$ cat src/orcl_params.svh
// constants for the output relay condition logic
`ifndef ORCL_PARAMS_SVH
`define ORCL_PARAMS_SVH

// ********************************************************
// timing
// ********************************************************
`define ORCL_CLK_MHZ 50
`define ORCL_TICK_MS 10
`define ORCL_TICK_CYCLES (`ORCL_TICK_MS * 1000 * `ORCL_CLK_MHZ)
`define ORCL_RELEASE_MS 100
`define ORCL_RELEASE_TICKS (`ORCL_RELEASE_MS / `ORCL_TICK_MS)
`define ORCL_DECISEC_TICKS (100 / `ORCL_TICK_MS)
`define ORCL_CNT_W 24

// ********************************************************
// register byte offsets
// ********************************************************
`define ORCL_FUNC_SEL 12'h000
`define ORCL_AGREE_LVL 12'h004
`define ORCL_DELAYS 12'h008
`define ORCL_LOW_LVL 12'h00C
`define ORCL_BRK_FREQ 12'h010
`define ORCL_BRK_TQ 12'h014
`define ORCL_TIMER_DLY 12'h018
`define ORCL_OUT_TYPE 12'h01C
`define ORCL_DI_SEL_A 12'h020
`define ORCL_DI_SEL_B 12'h024
`define ORCL_STATUS 12'h028
`define ORCL_INT_STAT 12'h02C
`define ORCL_INT_MASK 12'h030

// ********************************************************
// writable bits and reset values
// ********************************************************
`define ORCL_FUNC_SEL_MASK 32'h3F3F_3F3F
`define ORCL_AGREE_MASK 32'h3FFF_3FFF
`define ORCL_DELAYS_MASK 32'hFFFF_007F
`define ORCL_LOW_MASK 32'h0000_3FFF
`define ORCL_BRK_FREQ_MASK 32'hFFFF_FFFF
`define ORCL_BRK_TQ_MASK 32'h00FF_FFFF
`define ORCL_TIMER_MASK 32'hFFFF_FFFF
`define ORCL_OUT_TYPE_MASK 32'h0000_0207
`define ORCL_DI_A_MASK 32'h3F3F_3F3F
`define ORCL_DI_B_MASK 32'h0000_3F3F
`define ORCL_DELAYS_RST 32'h0000_0001
`define ORCL_AGREE_RST 32'h0000_0001

// ********************************************************
// function codes
// ********************************************************
`define ORCL_CODE_AGREE 6'd13
`define ORCL_CODE_BRAKE 6'd14
`define ORCL_CODE_TIMER_OUT 6'd27
`define ORCL_CODE_TIMER_IN 6'd35
`define ORCL_CODE_LOW_CUR 6'd57

`endif

$ cat src/orcl_pkg.sv
// types of the output relay condition logic
`include "orcl_params.svh"

package orcl_pkg;

    typedef logic [`ORCL_CNT_W-1:0] orcl_cnt_t;

    typedef struct packed {
        logic [31:0] funcSel;
        logic [31:0] agreeLvl;
        logic [31:0] delays;
        logic [31:0] lowLvl;
        logic [31:0] brkFreq;
        logic [31:0] brkTq;
        logic [31:0] timerDly;
        logic [31:0] outType;
        logic [31:0] diSelA;
        logic [31:0] diSelB;
        logic [3:0] intStat;
        logic [3:0] intMask;
        logic [31:0] rdata;
        logic [5:0] diMeta;
        logic [5:0] diSync;
        logic [18:0] tickCnt;
        logic agreeOn;
        logic lowOn;
        logic brkFreqOn;
        logic brkOn;
        logic timerOn;
        orcl_cnt_t agreeCnt;
        orcl_cnt_t lowCnt;
        orcl_cnt_t brkCnt;
        orcl_cnt_t timerCnt;
        logic [2:0] relays;
        logic opto;
    } orcl_state_t;

endpackage : orcl_pkg

$ cat src/orcl_output_relay.sv
// relay and photo-coupler output condition logic with apb registers
//
// Functional notes
// - code 13 asserts on current above agree level
// - release level clamped to agree level
// - agree detection delayed by set time
// - agree drops 100 ms after current low
// - code 57 asserts on current below level
// - low-current level zero disables detection
// - low-current delay qualified, 100 ms release
// - brake on at release level accelerating
// - brake off at operation level decelerating
// - relay type bits select contact polarity
// - photo-coupler two type bit 9 at one selects B
// - timer needs input 35 and output 27
// - timer on after continuous on-delay
// - timer off after continuous off-delay
// - hold brake torque level and delay
// - brake waits delay after frequency and torque
//
// The placing of the registers and register access over APB were chosen for this implementation.
`include "orcl_params.svh"

module orcl_output_relay
    import orcl_pkg::*;
#(
    parameter int TICK_CYCLES = `ORCL_TICK_CYCLES
)(
    input wire logic ref_clk,
    input wire logic reset_n,
    input wire logic psel,
    input wire logic penable,
    input wire logic pwrite,
    input wire logic [11:0] paddr,
    input wire logic [31:0] pwdata,
    output logic [31:0] prdata,
    output logic pready,
    output logic pslverr,
    input wire logic [13:0] outCurrent,
    input wire logic [15:0] outFreq,
    input wire logic [7:0] outTorque,
    input wire logic running,
    input wire logic accelerating,
    input wire logic decelerating,
    input wire logic [5:0] digitalIn,
    output logic relay_one,
    output logic relay_two,
    output logic relay_three,
    output logic optocoupler_out_two,
    output logic irq
);

    // ********************************************************
    // helpers
    // ********************************************************
    function automatic logic [4:0] regDecode(input logic [11:0] addr);
        logic [4:0] r;
        r = 5'h00;
        unique case (addr)
            `ORCL_FUNC_SEL: r = 5'h10;
            `ORCL_AGREE_LVL: r = 5'h11;
            `ORCL_DELAYS: r = 5'h12;
            `ORCL_LOW_LVL: r = 5'h13;
            `ORCL_BRK_FREQ: r = 5'h14;
            `ORCL_BRK_TQ: r = 5'h15;
            `ORCL_TIMER_DLY: r = 5'h16;
            `ORCL_OUT_TYPE: r = 5'h17;
            `ORCL_DI_SEL_A: r = 5'h18;
            `ORCL_DI_SEL_B: r = 5'h19;
            `ORCL_STATUS: r = 5'h1A;
            `ORCL_INT_STAT: r = 5'h1B;
            `ORCL_INT_MASK: r = 5'h1C;
            default: r = 5'h00;
        endcase
        return r;
    endfunction : regDecode

    // one delayed flag: set and clear conditions each need an unbroken run
    // a full count flips on the next tick, so a free-running tick never cuts a delay short
    function automatic logic [`ORCL_CNT_W:0] stepDelay(
        input logic on,
        input orcl_cnt_t cnt,
        input logic setCond,
        input logic clrCond,
        input orcl_cnt_t setTicks,
        input orcl_cnt_t clrTicks,
        input logic tick
    );
        logic cond;
        orcl_cnt_t tgt;
        logic [`ORCL_CNT_W:0] r;
        cond = on ? clrCond : setCond;
        tgt = on ? clrTicks : setTicks;
        if (!cond)
        begin
            r = {on, {`ORCL_CNT_W{1'b0}}};
        end
        else if ((tgt == '0) || (tick && (cnt >= tgt)))
        begin
            r = {~on, {`ORCL_CNT_W{1'b0}}};
        end
        else if (tick)
        begin
            r = {on, cnt + `ORCL_CNT_W'(1)};
        end
        else
        begin
            r = {on, cnt};
        end
        return r;
    endfunction : stepDelay

    function automatic logic condSelect(
        input logic [5:0] code,
        input logic agree,
        input logic low,
        input logic brake,
        input logic timer
    );
        logic r;
        unique case (code)
            `ORCL_CODE_AGREE: r = agree;
            `ORCL_CODE_LOW_CUR: r = low;
            `ORCL_CODE_BRAKE: r = brake;
            `ORCL_CODE_TIMER_OUT: r = timer;
            default: r = 1'b0;
        endcase
        return r;
    endfunction : condSelect

    // ********************************************************
    // state
    // ********************************************************
    orcl_state_t s_q;
    orcl_state_t s_d;

    logic [4:0] rIdx;
    logic rValid;
    logic wrEn;
    logic rdDone;
    logic tick;
    logic [13:0] level2;
    logic agreeSet;
    logic agreeClr;
    logic lowEn;
    logic lowCond;
    logic brkCond;
    logic [5:0] diTimer;
    logic timerIn;
    logic timerEn;
    logic [23:0] outCodes;
    logic [3:0] conds;
    logic [`ORCL_CNT_W:0] stepAgree;
    logic [`ORCL_CNT_W:0] stepLow;
    logic [`ORCL_CNT_W:0] stepBrk;
    logic [`ORCL_CNT_W:0] stepTimer;

    assign rIdx = regDecode(paddr);
    assign rValid = rIdx[4];
    assign pready = 1'b1;
    assign pslverr = psel & penable & ~rValid;
    assign wrEn = psel & penable & pwrite & rValid;
    assign rdDone = psel & penable & ~pwrite & (rIdx == 5'h1B);
    assign tick = (s_q.tickCnt == 19'(TICK_CYCLES - 1));

    // ********************************************************
    // conditions
    // ********************************************************
    // the release level can never sit above the agree level
    assign level2 = (s_q.agreeLvl[29:16] > s_q.agreeLvl[13:0]) ?
        s_q.agreeLvl[13:0] : s_q.agreeLvl[29:16];
    assign agreeSet = outCurrent > s_q.agreeLvl[13:0];
    assign agreeClr = outCurrent <= level2;
    assign lowEn = s_q.lowLvl[13:0] != 14'h0000;
    assign lowCond = lowEn & (outCurrent < s_q.lowLvl[13:0]);
    assign brkCond = s_q.brkFreqOn & running &
        (outTorque > s_q.brkTq[7:0]);

    generate
        for (genvar i = 0; i < 6; i++)
        begin : g_di
            logic [5:0] code;
            if (i < 4)
            begin : g_a
                assign code = s_q.diSelA[8*i +: 6];
            end
            else
            begin : g_b
                assign code = s_q.diSelB[8*(i-4) +: 6];
            end
            assign diTimer[i] = (code == `ORCL_CODE_TIMER_IN) & s_q.diSync[i];
        end
    endgenerate

    assign timerIn = |diTimer;
    assign outCodes = {s_q.funcSel[29:24], s_q.funcSel[21:16], s_q.funcSel[13:8],
        s_q.funcSel[5:0]};
    // the timer runs only when both ends of it are assigned
    assign timerEn = ((s_q.funcSel[5:0] == `ORCL_CODE_TIMER_OUT) |
        (s_q.funcSel[13:8] == `ORCL_CODE_TIMER_OUT) |
        (s_q.funcSel[21:16] == `ORCL_CODE_TIMER_OUT) |
        (s_q.funcSel[29:24] == `ORCL_CODE_TIMER_OUT)) &
        (|{s_q.diSelA[5:0] == `ORCL_CODE_TIMER_IN, s_q.diSelA[13:8] == `ORCL_CODE_TIMER_IN,
        s_q.diSelA[21:16] == `ORCL_CODE_TIMER_IN, s_q.diSelA[29:24] == `ORCL_CODE_TIMER_IN,
        s_q.diSelB[5:0] == `ORCL_CODE_TIMER_IN, s_q.diSelB[13:8] == `ORCL_CODE_TIMER_IN});

    assign stepAgree = stepDelay(s_q.agreeOn, s_q.agreeCnt, agreeSet, agreeClr,
        `ORCL_CNT_W'(s_q.delays[6:0]) * `ORCL_CNT_W'(`ORCL_DECISEC_TICKS),
        `ORCL_CNT_W'(`ORCL_RELEASE_TICKS), tick);
    assign stepLow = stepDelay(s_q.lowOn, s_q.lowCnt, lowCond, ~lowCond,
        `ORCL_CNT_W'(s_q.delays[31:16]),
        `ORCL_CNT_W'(`ORCL_RELEASE_TICKS), tick);
    assign stepBrk = stepDelay(s_q.brkOn, s_q.brkCnt, brkCond, ~brkCond,
        `ORCL_CNT_W'(s_q.brkTq[23:8]), `ORCL_CNT_W'(0), tick);
    assign stepTimer = stepDelay(s_q.timerOn, s_q.timerCnt, timerIn, ~timerIn,
        `ORCL_CNT_W'(s_q.timerDly[15:0]) * `ORCL_CNT_W'(`ORCL_DECISEC_TICKS),
        `ORCL_CNT_W'(s_q.timerDly[31:16]) * `ORCL_CNT_W'(`ORCL_DECISEC_TICKS),
        tick);

    // ********************************************************
    // next state
    // ********************************************************
    always_comb
    begin
        s_d = s_q;
        s_d.diMeta = digitalIn;
        s_d.diSync = s_q.diMeta;
        s_d.tickCnt = tick ? 19'h0_0000 : s_q.tickCnt + 19'h0_0001;

        {s_d.agreeOn, s_d.agreeCnt} = stepAgree;
        if (lowEn)
        begin
            {s_d.lowOn, s_d.lowCnt} = stepLow;
        end
        else
        begin
            s_d.lowOn = 1'b0;
            s_d.lowCnt = '0;
        end
        {s_d.brkOn, s_d.brkCnt} = stepBrk;
        if (timerEn)
        begin
            {s_d.timerOn, s_d.timerCnt} = stepTimer;
        end
        else
        begin
            s_d.timerOn = 1'b0;
            s_d.timerCnt = '0;
        end

        // frequency hysteresis for the brake relay
        if (!running)
        begin
            s_d.brkFreqOn = 1'b0;
        end
        else if (accelerating && outFreq >= s_q.brkFreq[15:0])
        begin
            s_d.brkFreqOn = 1'b1;
        end
        else if (decelerating && outFreq <= s_q.brkFreq[31:16])
        begin
            s_d.brkFreqOn = 1'b0;
        end

        // polarity last, on the delayed conditions
        for (int i = 0; i < 3; i++)
        begin
            s_d.relays[i] = condSelect(outCodes[6*i +: 6], s_q.agreeOn, s_q.lowOn,
                s_q.brkOn, s_q.timerOn) ^ s_q.outType[i];
        end
        s_d.opto = condSelect(outCodes[23:18], s_q.agreeOn, s_q.lowOn, s_q.brkOn,
            s_q.timerOn) ^ s_q.outType[9];

        // setup phase loads read data so it is stable in the access phase
        if (psel && !penable)
        begin
            unique case (rIdx)
                5'h10: s_d.rdata = s_q.funcSel;
                5'h11: s_d.rdata = s_q.agreeLvl;
                5'h12: s_d.rdata = s_q.delays;
                5'h13: s_d.rdata = s_q.lowLvl;
                5'h14: s_d.rdata = s_q.brkFreq;
                5'h15: s_d.rdata = s_q.brkTq;
                5'h16: s_d.rdata = s_q.timerDly;
                5'h17: s_d.rdata = s_q.outType;
                5'h18: s_d.rdata = s_q.diSelA;
                5'h19: s_d.rdata = s_q.diSelB;
                5'h1A: s_d.rdata = {10'h000, s_q.diSync, 1'b0, lowEn, timerEn,
                    s_q.brkFreqOn, conds, s_q.opto, s_q.relays, 4'h0};
                5'h1B: s_d.rdata = {28'h000_0000, s_q.intStat};
                5'h1C: s_d.rdata = {28'h000_0000, s_q.intMask};
                default: s_d.rdata = 32'h0000_0000;
            endcase
        end

        if (wrEn)
        begin
            unique case (rIdx)
                5'h10: s_d.funcSel = pwdata & `ORCL_FUNC_SEL_MASK;
                5'h11: s_d.agreeLvl = pwdata & `ORCL_AGREE_MASK;
                5'h12: s_d.delays = pwdata & `ORCL_DELAYS_MASK;
                5'h13: s_d.lowLvl = pwdata & `ORCL_LOW_MASK;
                5'h14: s_d.brkFreq = pwdata & `ORCL_BRK_FREQ_MASK;
                5'h15: s_d.brkTq = pwdata & `ORCL_BRK_TQ_MASK;
                5'h16: s_d.timerDly = pwdata & `ORCL_TIMER_MASK;
                5'h17: s_d.outType = pwdata & `ORCL_OUT_TYPE_MASK;
                5'h18: s_d.diSelA = pwdata & `ORCL_DI_A_MASK;
                5'h19: s_d.diSelB = pwdata & `ORCL_DI_B_MASK;
                5'h1C: s_d.intMask = pwdata[3:0];
                default: s_d.intMask = s_q.intMask;
            endcase
        end

        // a new event in the clearing read survives it
        s_d.intStat = (s_q.intStat & ~{4{rdDone}}) |
            ({s_d.timerOn, s_d.brkOn, s_d.lowOn, s_d.agreeOn} & ~conds);
    end

    assign conds = {s_q.timerOn, s_q.brkOn, s_q.lowOn, s_q.agreeOn};

    // ********************************************************
    // registers
    // ********************************************************
    always_ff @(posedge ref_clk)
    begin
        if (!reset_n)
        begin
            s_q <= '0;
            s_q.agreeLvl <= `ORCL_AGREE_RST;
            s_q.delays <= `ORCL_DELAYS_RST;
        end
        else
        begin
            s_q <= s_d;
        end
    end

    assign prdata = s_q.rdata;
    assign relay_one = s_q.relays[0];
    assign relay_two = s_q.relays[1];
    assign relay_three = s_q.relays[2];
    assign optocoupler_out_two = s_q.opto;
    assign irq = |(s_q.intStat & s_q.intMask);

endmodule : orcl_output_relay

$ cat config.mk
export PLATFORM = sky130hd
export DESIGN_NAME = orcl_output_relay
export DESIGN_NICKNAME = d
export VERILOG_FILES = /design/src/orcl_pkg.sv /design/src/orcl_output_relay.sv
export VERILOG_INCLUDE_DIRS = /design/src
export SDC_FILE = /design/constraint.sdc
export NUM_CORES = 1
export LEC_CHECK = 0
export BUFFER_PORTS_ARGS = -buffer_cell sky130_fd_sc_hd__buf_4
export CAP_MARGIN = 20
export CORE_MARGIN = 2
export CORE_UTILIZATION = 53
export CTS_CLUSTER_DIAMETER = 60
export DETAILED_ROUTE_END_ITERATION = 12
export GPL_TIMING_DRIVEN = 0
export HOLD_SLACK_MARGIN = 0.12
export PLACE_DENSITY = 0.74
export SLEW_MARGIN = 10
export SYNTH_ARGS = -nofsm -noshare
export SYNTH_HDL_FRONTEND = slang
export SYNTH_SLANG_ARGS = --single-unit
$ cat constraint.sdc
create_clock -name ref_clk -period 4.2 [get_ports ref_clk]
set_clock_uncertainty 0.15 [all_clocks]
set_input_delay 1.05 -clock ref_clk [delete_from_list [all_inputs] [get_ports ref_clk]]
set_output_delay 1.05 -clock ref_clk [all_outputs]
set_load 0.02 [all_outputs]
==> flow_summary.yaml, run 1 <==
timing:
  rsz0062_at_grt: "yes"
  finalCriticalPeriod_ns: 4.31
  period_share_pct: 103
  setup_viol: 50
  slew-limit-headroom_pct: 25.1
  hold_viol: 0
  finalWorstSetupSlack_ns: -0.108
  maxSlewViolCount: 0
  tightest_slew_ns: 1.11
  fmax_ghz: 0.232
critical_path:
  r2r_end: "s_q[25]"
  worst_setup_path_end_kind: "flip-flop"
  crit_fanout: 6
  arrival_ns: 4.63
  crit-reg2reg-launch: "s_q[275]"
  setup.worst_path.start_class: "flip-flop"
  required_ns: 4.53
  ff2ff_path_depth: 21
  rrSetupSlack_ns: -0.11
  worstSetupPathType: "flip-flop to flip-flop"
yosys:
  synth_edf_count: 0
  synth_area_leader_cell: "dfxtp_1"
  ys_types: 83
  ys.flop_type: "dfxtp_1"
  ys_seq_elements: 393
  ys_async_sr_fraction_pct: 0
  synth_top_cell_area_share_pct: 33.2
  synth.yosys.seq_area_share_pct: 33.2
  syn_inst: 2883
  syn-cell-area_um2: 23700
  synth_area_leaders: "dfxtp_1 (33%), ha_1 (12%), nand2_1 (9.2%)"
  synth.avg_cell_area_um2: 8.21
  syn_nets: 3209
  ys_warn_count: 0
floorplan:
  die-height_um: 215
  rows: 77
  design.core.area_um2: 44100
  die-area_um2: 46400
  start_util_pct: 53.6
  die_x_um: 215
  pin_count: 135
placement:
  gp_congestion: 1.07
  port_buffers: 124
  dp_hpwl_um: 69300
  place_area_um2: 25400
cts:
  cts_max_level: 2
  insertion_delay_ns: 0.60
  path_clk_slew_ns: 0.06
  cts_buffers: 46
  clock-sinks: 393
  cts_tree: "yes"
  clk_path_buf_depth: 3
  holdBufCountCts: 0
  ctsRootBufferMaster: "clkbuf_16"
detailed_routing:
  drc_errors: 0
  dr.pass1.iters: 7
  routedWlPerCell_um: 24.5
  initialDrtViolationCount: 2798
  routed_wl_um: 91100
  drtAntennaViolNets: 0
  via_per_inst: 6.22
  vias: 23151
hold_path:
  whs_endpoint: "s_q[126]"
  hp-start: "s_d[126]"
  hold_depth: 1
  hold_path.class: "flip-flop to flip-flop"
layout:
  nets: 3421
  nFillCells: 3820
  fin_area_um2: 28000
  drive_gt1_share_pct: 15.8
  area_growth_pct: 18.3
job:
  drv_cap: 0
global_routing:
  grt_pass1_wl_um: 134000
  grt_max_degree: 13
  grt_pass1_vias: 22191
  antenna_found_initial: 1
  grt_usage_pct: 38.1
  overflow: 0
pwr:
  power.density_nw_per_um2: 296
  ir_worst_vdd_mv: 0.311
  power.total_uw: 8270
  p_leak_uw: 0.0103
outcome:
  violations: "setup timing"
  status: "complete, but fails checks"
==> how the worst max path moves through the flow <==
stage / from / end
2_1_floorplan: s_q[401] / s_q[83]
4_1_cts: s_q[275] / s_q[25]
6_report: s_q[275] / s_q[25]
5_1_grt: s_q[275] / s_q[25]
3_3_place_gp: paddr[9] / prdata[12]
3_5_place_dp: s_q[275] / s_q[9]
==> final cells by class <==
cell class,instances,area (um2),share of cell area [%]
multi-input combinational,2198,15200,54.2
inverter,109,412,1.47
sequential,393,7970,28.5
tap,592,741,2.65
clock buffer,65,1320,4.73
buffer,177,908,3.25
timing repair buffer,170,1300,4.63
antenna,1,2.50,0.00894
clock inverter,16,154,0.550
==> what timing repair did <==
item	CTS	global route
pin swaps	61	57
buffers inserted	31	10
gates cloned	4	0
resized for setup	135	104
endpoints found under the setup margin	62	83
hold endpoints to repair	0	0
==> cell usage after synthesis, types with 24 or more instances <==
master	number
a31oi_1	34
nand3_1	64
xor2_1	81
a22o_1	25
clkbuf_1	125
mux2i_1	35
nor3_1	34
and3_1	39
nor2_1	177
a21oi_1	85
a21boi_0	205
xnor2_1	40
o21ai_0	77
nand2_1	579
ha_1	227
a21o_1	31
a221oi_1	36
a22oi_1	52
and2_1	24
nand4_1	45
buf_4	40
inv_1	109
dfxtp_1	393
nor2b_1	43
==> placed cells by master, fill, tap and decap left out, drive strengths merged, types with 10 or more instances in the layout <==
cell type  count
nor3          37
nand2        579
a21o          31
a211oi        11
mux2i         35
a21oi         85
o21ai         78
or2           10
dfxtp        393
xnor2         40
o21a          11
a22oi         52
nor4          16
or4           10
a221oi        36
inv          111
and2          27
nor2b         43
a31oi         34
xor2          81
and4          12
nand3         64
buf          231
nand2b        19
ha           227
nand4         45
a21boi       215
a22o          25
nor4b         11
and3          39
clkbuf       181
nor2         197
==> state kept, by name, indices dropped and copies added (netlist names) <==
| signal | flops |
|---|---|
| s_q | 287 |
| g_di.code | 36 |
| prdata | 32 |
| outCodes | 24 |
| s_d | 6 |
| conds | 4 |
| optocoupler_out_two | 1 |
| relay_one | 1 |
| relay_three | 1 |
| relay_two | 1 |
==> where the power goes <==
part	switching [uW]	internal, uW	total [uW]
registers	24.1	3740	3760
clock network	1670	2320	3990
logic	314	205	518
==> cell families after synthesis <==
group	after synthesis	synth area share, %
xor+xnor	121	4.48
other cells	1	0.0158
flops	393	33.2
mux	43	1.86
buf+inv	292	5.49
fa+ha+maj	230	12.3
compound gates	663	20.0
simple gates	1140	22.6
==> worst max-delay path: stages (launching register included) <==
cell and delay [ns]:
dfxtp_4 0.39, ha_4 0.29, ha_4 0.14, inv_2 0.04
fa_2 0.36, nor2b_4 0.14, o31a_1 0.17, o22a_1 0.22
a21oi_2 0.09, mux2_4 0.32, a21oi_2 0.13, a21oi_2 0.05
ha_1 0.33, nand4_1 0.19, nor4_4 0.31, buf_4 0.18
a211oi_4 0.06, nand2_1 0.08, nand2_2 0.08, o311ai_4 0.19
buf_6 0.21, nor2_2 0.05
==> layer usage <==
layer / vias to the layer above / global-route usage [%] / share of wire (%)
met1: 11061 / 49.1 / 39
met2: 1304 / 57.1 / 42
li1: 10540 / - / -
met5: - / 0 / 0.10
met3: 242 / 12.6 / 13
met4: 4 / 18.4 / 5.3
==> stage by stage <==
stage	hold WS, ns	std cells	TNS, ns	worst slack (ns)	util [%]
after floorplan	0.262	2883	0	0.000260	-
after global placement	0.267	3599	-80.75	-0.715	57.5
after detailed placement	0.273	3600	-78.01	-0.740	57.5
after CTS	0.283	3715	-0.403	-0.0674	62.4
after global routing	0.292	3720	-11.19	-0.280	63.4
final	0.280	3721	-3.14	-0.108	63.4
Power figures use the tool's default switching activity.
==> inputs of run 2 (changes only) <==
--- a/config.mk
+++ b/config.mk
@@ -10,3 +10,2 @@
 export CAP_MARGIN = 20
-export CORE_MARGIN = 2
 export CORE_UTILIZATION = 53
==> constraint.sdc (replaced) <==
create_clock -name ref_clk -period 4.2 [get_ports ref_clk]
set_clock_uncertainty 0.15 [all_clocks]
set_input_delay 1.26 -clock ref_clk [delete_from_list [all_inputs] [get_ports ref_clk]]
set_output_delay 1.26 -clock ref_clk [all_outputs]
set_load 0.02 [all_outputs]
==> run 2 against run 1 <==
Effect of this change: the run still ends with setup timing left; routed wire length hardly changed; largest power group unchanged; worst hold slack better by 0.0047 ns; non-clock buffer count is 8 lower; maximum frequency increased by 1.0%; clock-buffer cell count down 7; sequential power about the same; global-route usage is 1.1 points higher; utilization up 0.43 points; critical path depth did not move; final area rose by 0.67%; combinational power down 0.8%.
==> flow_summary.yaml, run 2 (synthesized netlist as in run 1, its figures left out) <==
pwr:
  combPwrFrac_pct: 6.0
  power.density_nw_per_um2: 306
  p_leak_uw: 0.0103
  p_sw_share_pct: 24.1
  ir_worst_vdd_mv: 0.302
  p_int_uw: 6550
  p_sw_uw: 2080
  seqPwrFrac_pct: 43.6
  power_frac_clock_pct: 50.5
timing:
  maxSlewViolCount: 0
  tns_ns: -0.706
  slew-limit-headroom_pct: 29.5
  tightest_slew_ns: 1.05
  period_share_pct: 102
  hold_ws_ns: 0.285
  hold_viol: 0
  rsz0062_at_grt: "yes"
  fmax_ghz: 0.234
  setup_viol: 20
  finalWorstSetupSlack_ns: -0.0649
  finalCriticalPeriod_ns: 4.26
global_routing:
  grt_usage_pct: 39.1
  top_usage_layer: "met2"
  grt_pass1_wl_um: 132000
  gr-usage-met1_pct: 51.0
  grt_use_met3_pct: 11.3
  overflow: 0
  grt_pass1_vias: 21785
  antenna_found_initial: 4
  grt_max_degree: 14
  use_met2_pct: 58.9
critical_path:
  ff2ff_path_depth: 21
  crit_fanout: 6
  setup.worst_path.start_class: "flip-flop"
  cp-endpoint: "s_q[86]"
  required_ns: 4.57
  worstSetupPathType: "flip-flop to flip-flop"
  cpMaxStageDelayCell: "or3b_4"
  worst_setup_path_end_kind: "flip-flop"
  max_stage_delay_ns: 0.50
  r2r_end: "s_q[86]"
  startpoint: "s_q[436]"
  crit-reg2reg-launch: "s_q[436]"
  crit_chain: "inv_1 -> ha_1 -> nand4_1 -> nor2_1 -> nor2_1 -> a211oi_2 -> o31ai_2 -> a21oi_2 -> clkbuf_8 -> mux2i_1 -> ha_1 -> a21oi_1 -> nor2b_1 -> o21ai_1 -> o211ai_1 -> a21oi_1 -> nor2b_1 -> o311a_1 -> or3b_4 -> buf_8 -> nor2_2"
  arrival_ns: 4.63
  rrSetupSlack_ns: -0.06
cts:
  ctsRootBufferMaster: "clkbuf_16"
  cts_buffers: 48
  holdBufCountCts: 0
  insertion_delay_ns: 0.59
  cts_max_level: 2
  cts_tree: "yes"
  path_clk_slew_ns: 0.06
  clk_path_buf_depth: 3
  clock-sinks: 393
detailed_routing:
  via_per_inst: 6.26
  drtAntennaViolNets: 0
  drc_errors: 0
  vias: 23272
  routed_wl_um: 91200
  routedWlPerCell_um: 24.5
  initialDrtViolationCount: 2718
  dr.pass1.iters: 7
layout:
  multiInputGateArea_um2: 15200
  nets: 3415
  fin_area_um2: 28200
  final_cell_mix: "nand2_1 (577), dfxtp_1 (347), a21boi_0 (205), ha_1 (197), buf_4 (195)"
  drive_gt1_share_pct: 16.4
  register_area_um2: 7980
  layout_commonest_cell: "nand2_1"
  nFillCells: 3788
  area_growth_pct: 19.1
  largest_reg_flops: 287
  regMostFlops: "s_q"
floorplan:
  die-height_um: 213
  die-area_um2: 45500
  rows: 77
  die_x_um: 213
  pin_count: 135
  start_util_pct: 53.6
  design.core.area_um2: 44100
placement:
  place_area_um2: 25400
  dp_hpwl_um: 69600
  port_buffers: 124
  gp_congestion: 1.07
hold_path:
  hp-start: "s_d[126]"
  hold_path.class: "flip-flop to flip-flop"
outcome:
  violations: "setup timing"
  status: "complete, but fails checks"
job:
  drv_cap: 0
run 2: changes by cell type in the layout (fill, tap and decap cells not counted), sizes merged:
cell      delta
buf          -9
clkinvlp     -4
clkbuf       -6
clkinv       +9
bufinv       +4
inv          +2
run 2: critical path, delay by kind of cell, from the launching register on:
family                     cells  cell delay, ns
and+or+nand+nor                7            1.14
buffers and inverters          3            0.42
adders and majority gates      2            0.57
DFF                            1            0.37
AOI/OAI and AO/OA              8            1.34
muxes                          1            0.20
run 2: what timing repair did:
action	4_1_cts	5_1_grt
setup buffers	20	14
gates cloned	3	1
endpoints found under the setup margin	62	144
resized for setup	104	145
pin swaps	29	68
run 2: area by class of cell:
type	count	area share, %
diodes	1	0.00888
multi-input cells	2198	54.0
well taps	592	2.63
inverters	109	1.46
flip-flops and latches	393	28.3
clock inverters	27	1.19
repair buffers	163	4.47
plain buffers	176	3.23
clock buffers	58	4.65
run 2: stage by stage:
step	power, uW	worst slack [ns]	util [%]	instances
4_1_cts	8590	0.000530	62.4	3706
6_report	8620	-0.0649	63.9	3717
2_1_floorplan	4070	0.000260	-	2883
5_1_grt	8790	-0.295	63.9	3716
3_5_place_dp	4330	-1.24	57.5	3600
3_3_place_gp	4320	-1.31	57.5	3599
run 2: power by group through the flow:
stage | clock, uW | sequential [uW] | combinational (uW)
floorplan | 0 | 3840 | 230
global placement | 0 | 3850 | 467
detailed placement | 0 | 3850 | 477
CTS | 4340 | 3760 | 484
global route | 4500 | 3760 | 534
finish | 4350 | 3760 | 514
run 2: worst min-delay path by stage:
| stage | end | slack (ns) | cells past startpoint |
|---|---|---|---|
| floorplan | s_q[124] | 0.26 | 1 |
| CTS | s_q[126] | 0.28 | 1 |
| global route | s_q[127] | 0.30 | 1 |
| detailed placement | s_q[126] | 0.27 | 1 |
| finish | s_q[126] | 0.29 | 1 |
| global placement | s_q[125] | 0.26 | 1 |
run 2: per-layer routing:
metal	vias to the layer above	routed length, um
li1	10564	-
met1	11047	36600
met2	1344	38700
met3	311	11100
met4	6	4830
met5	-	29
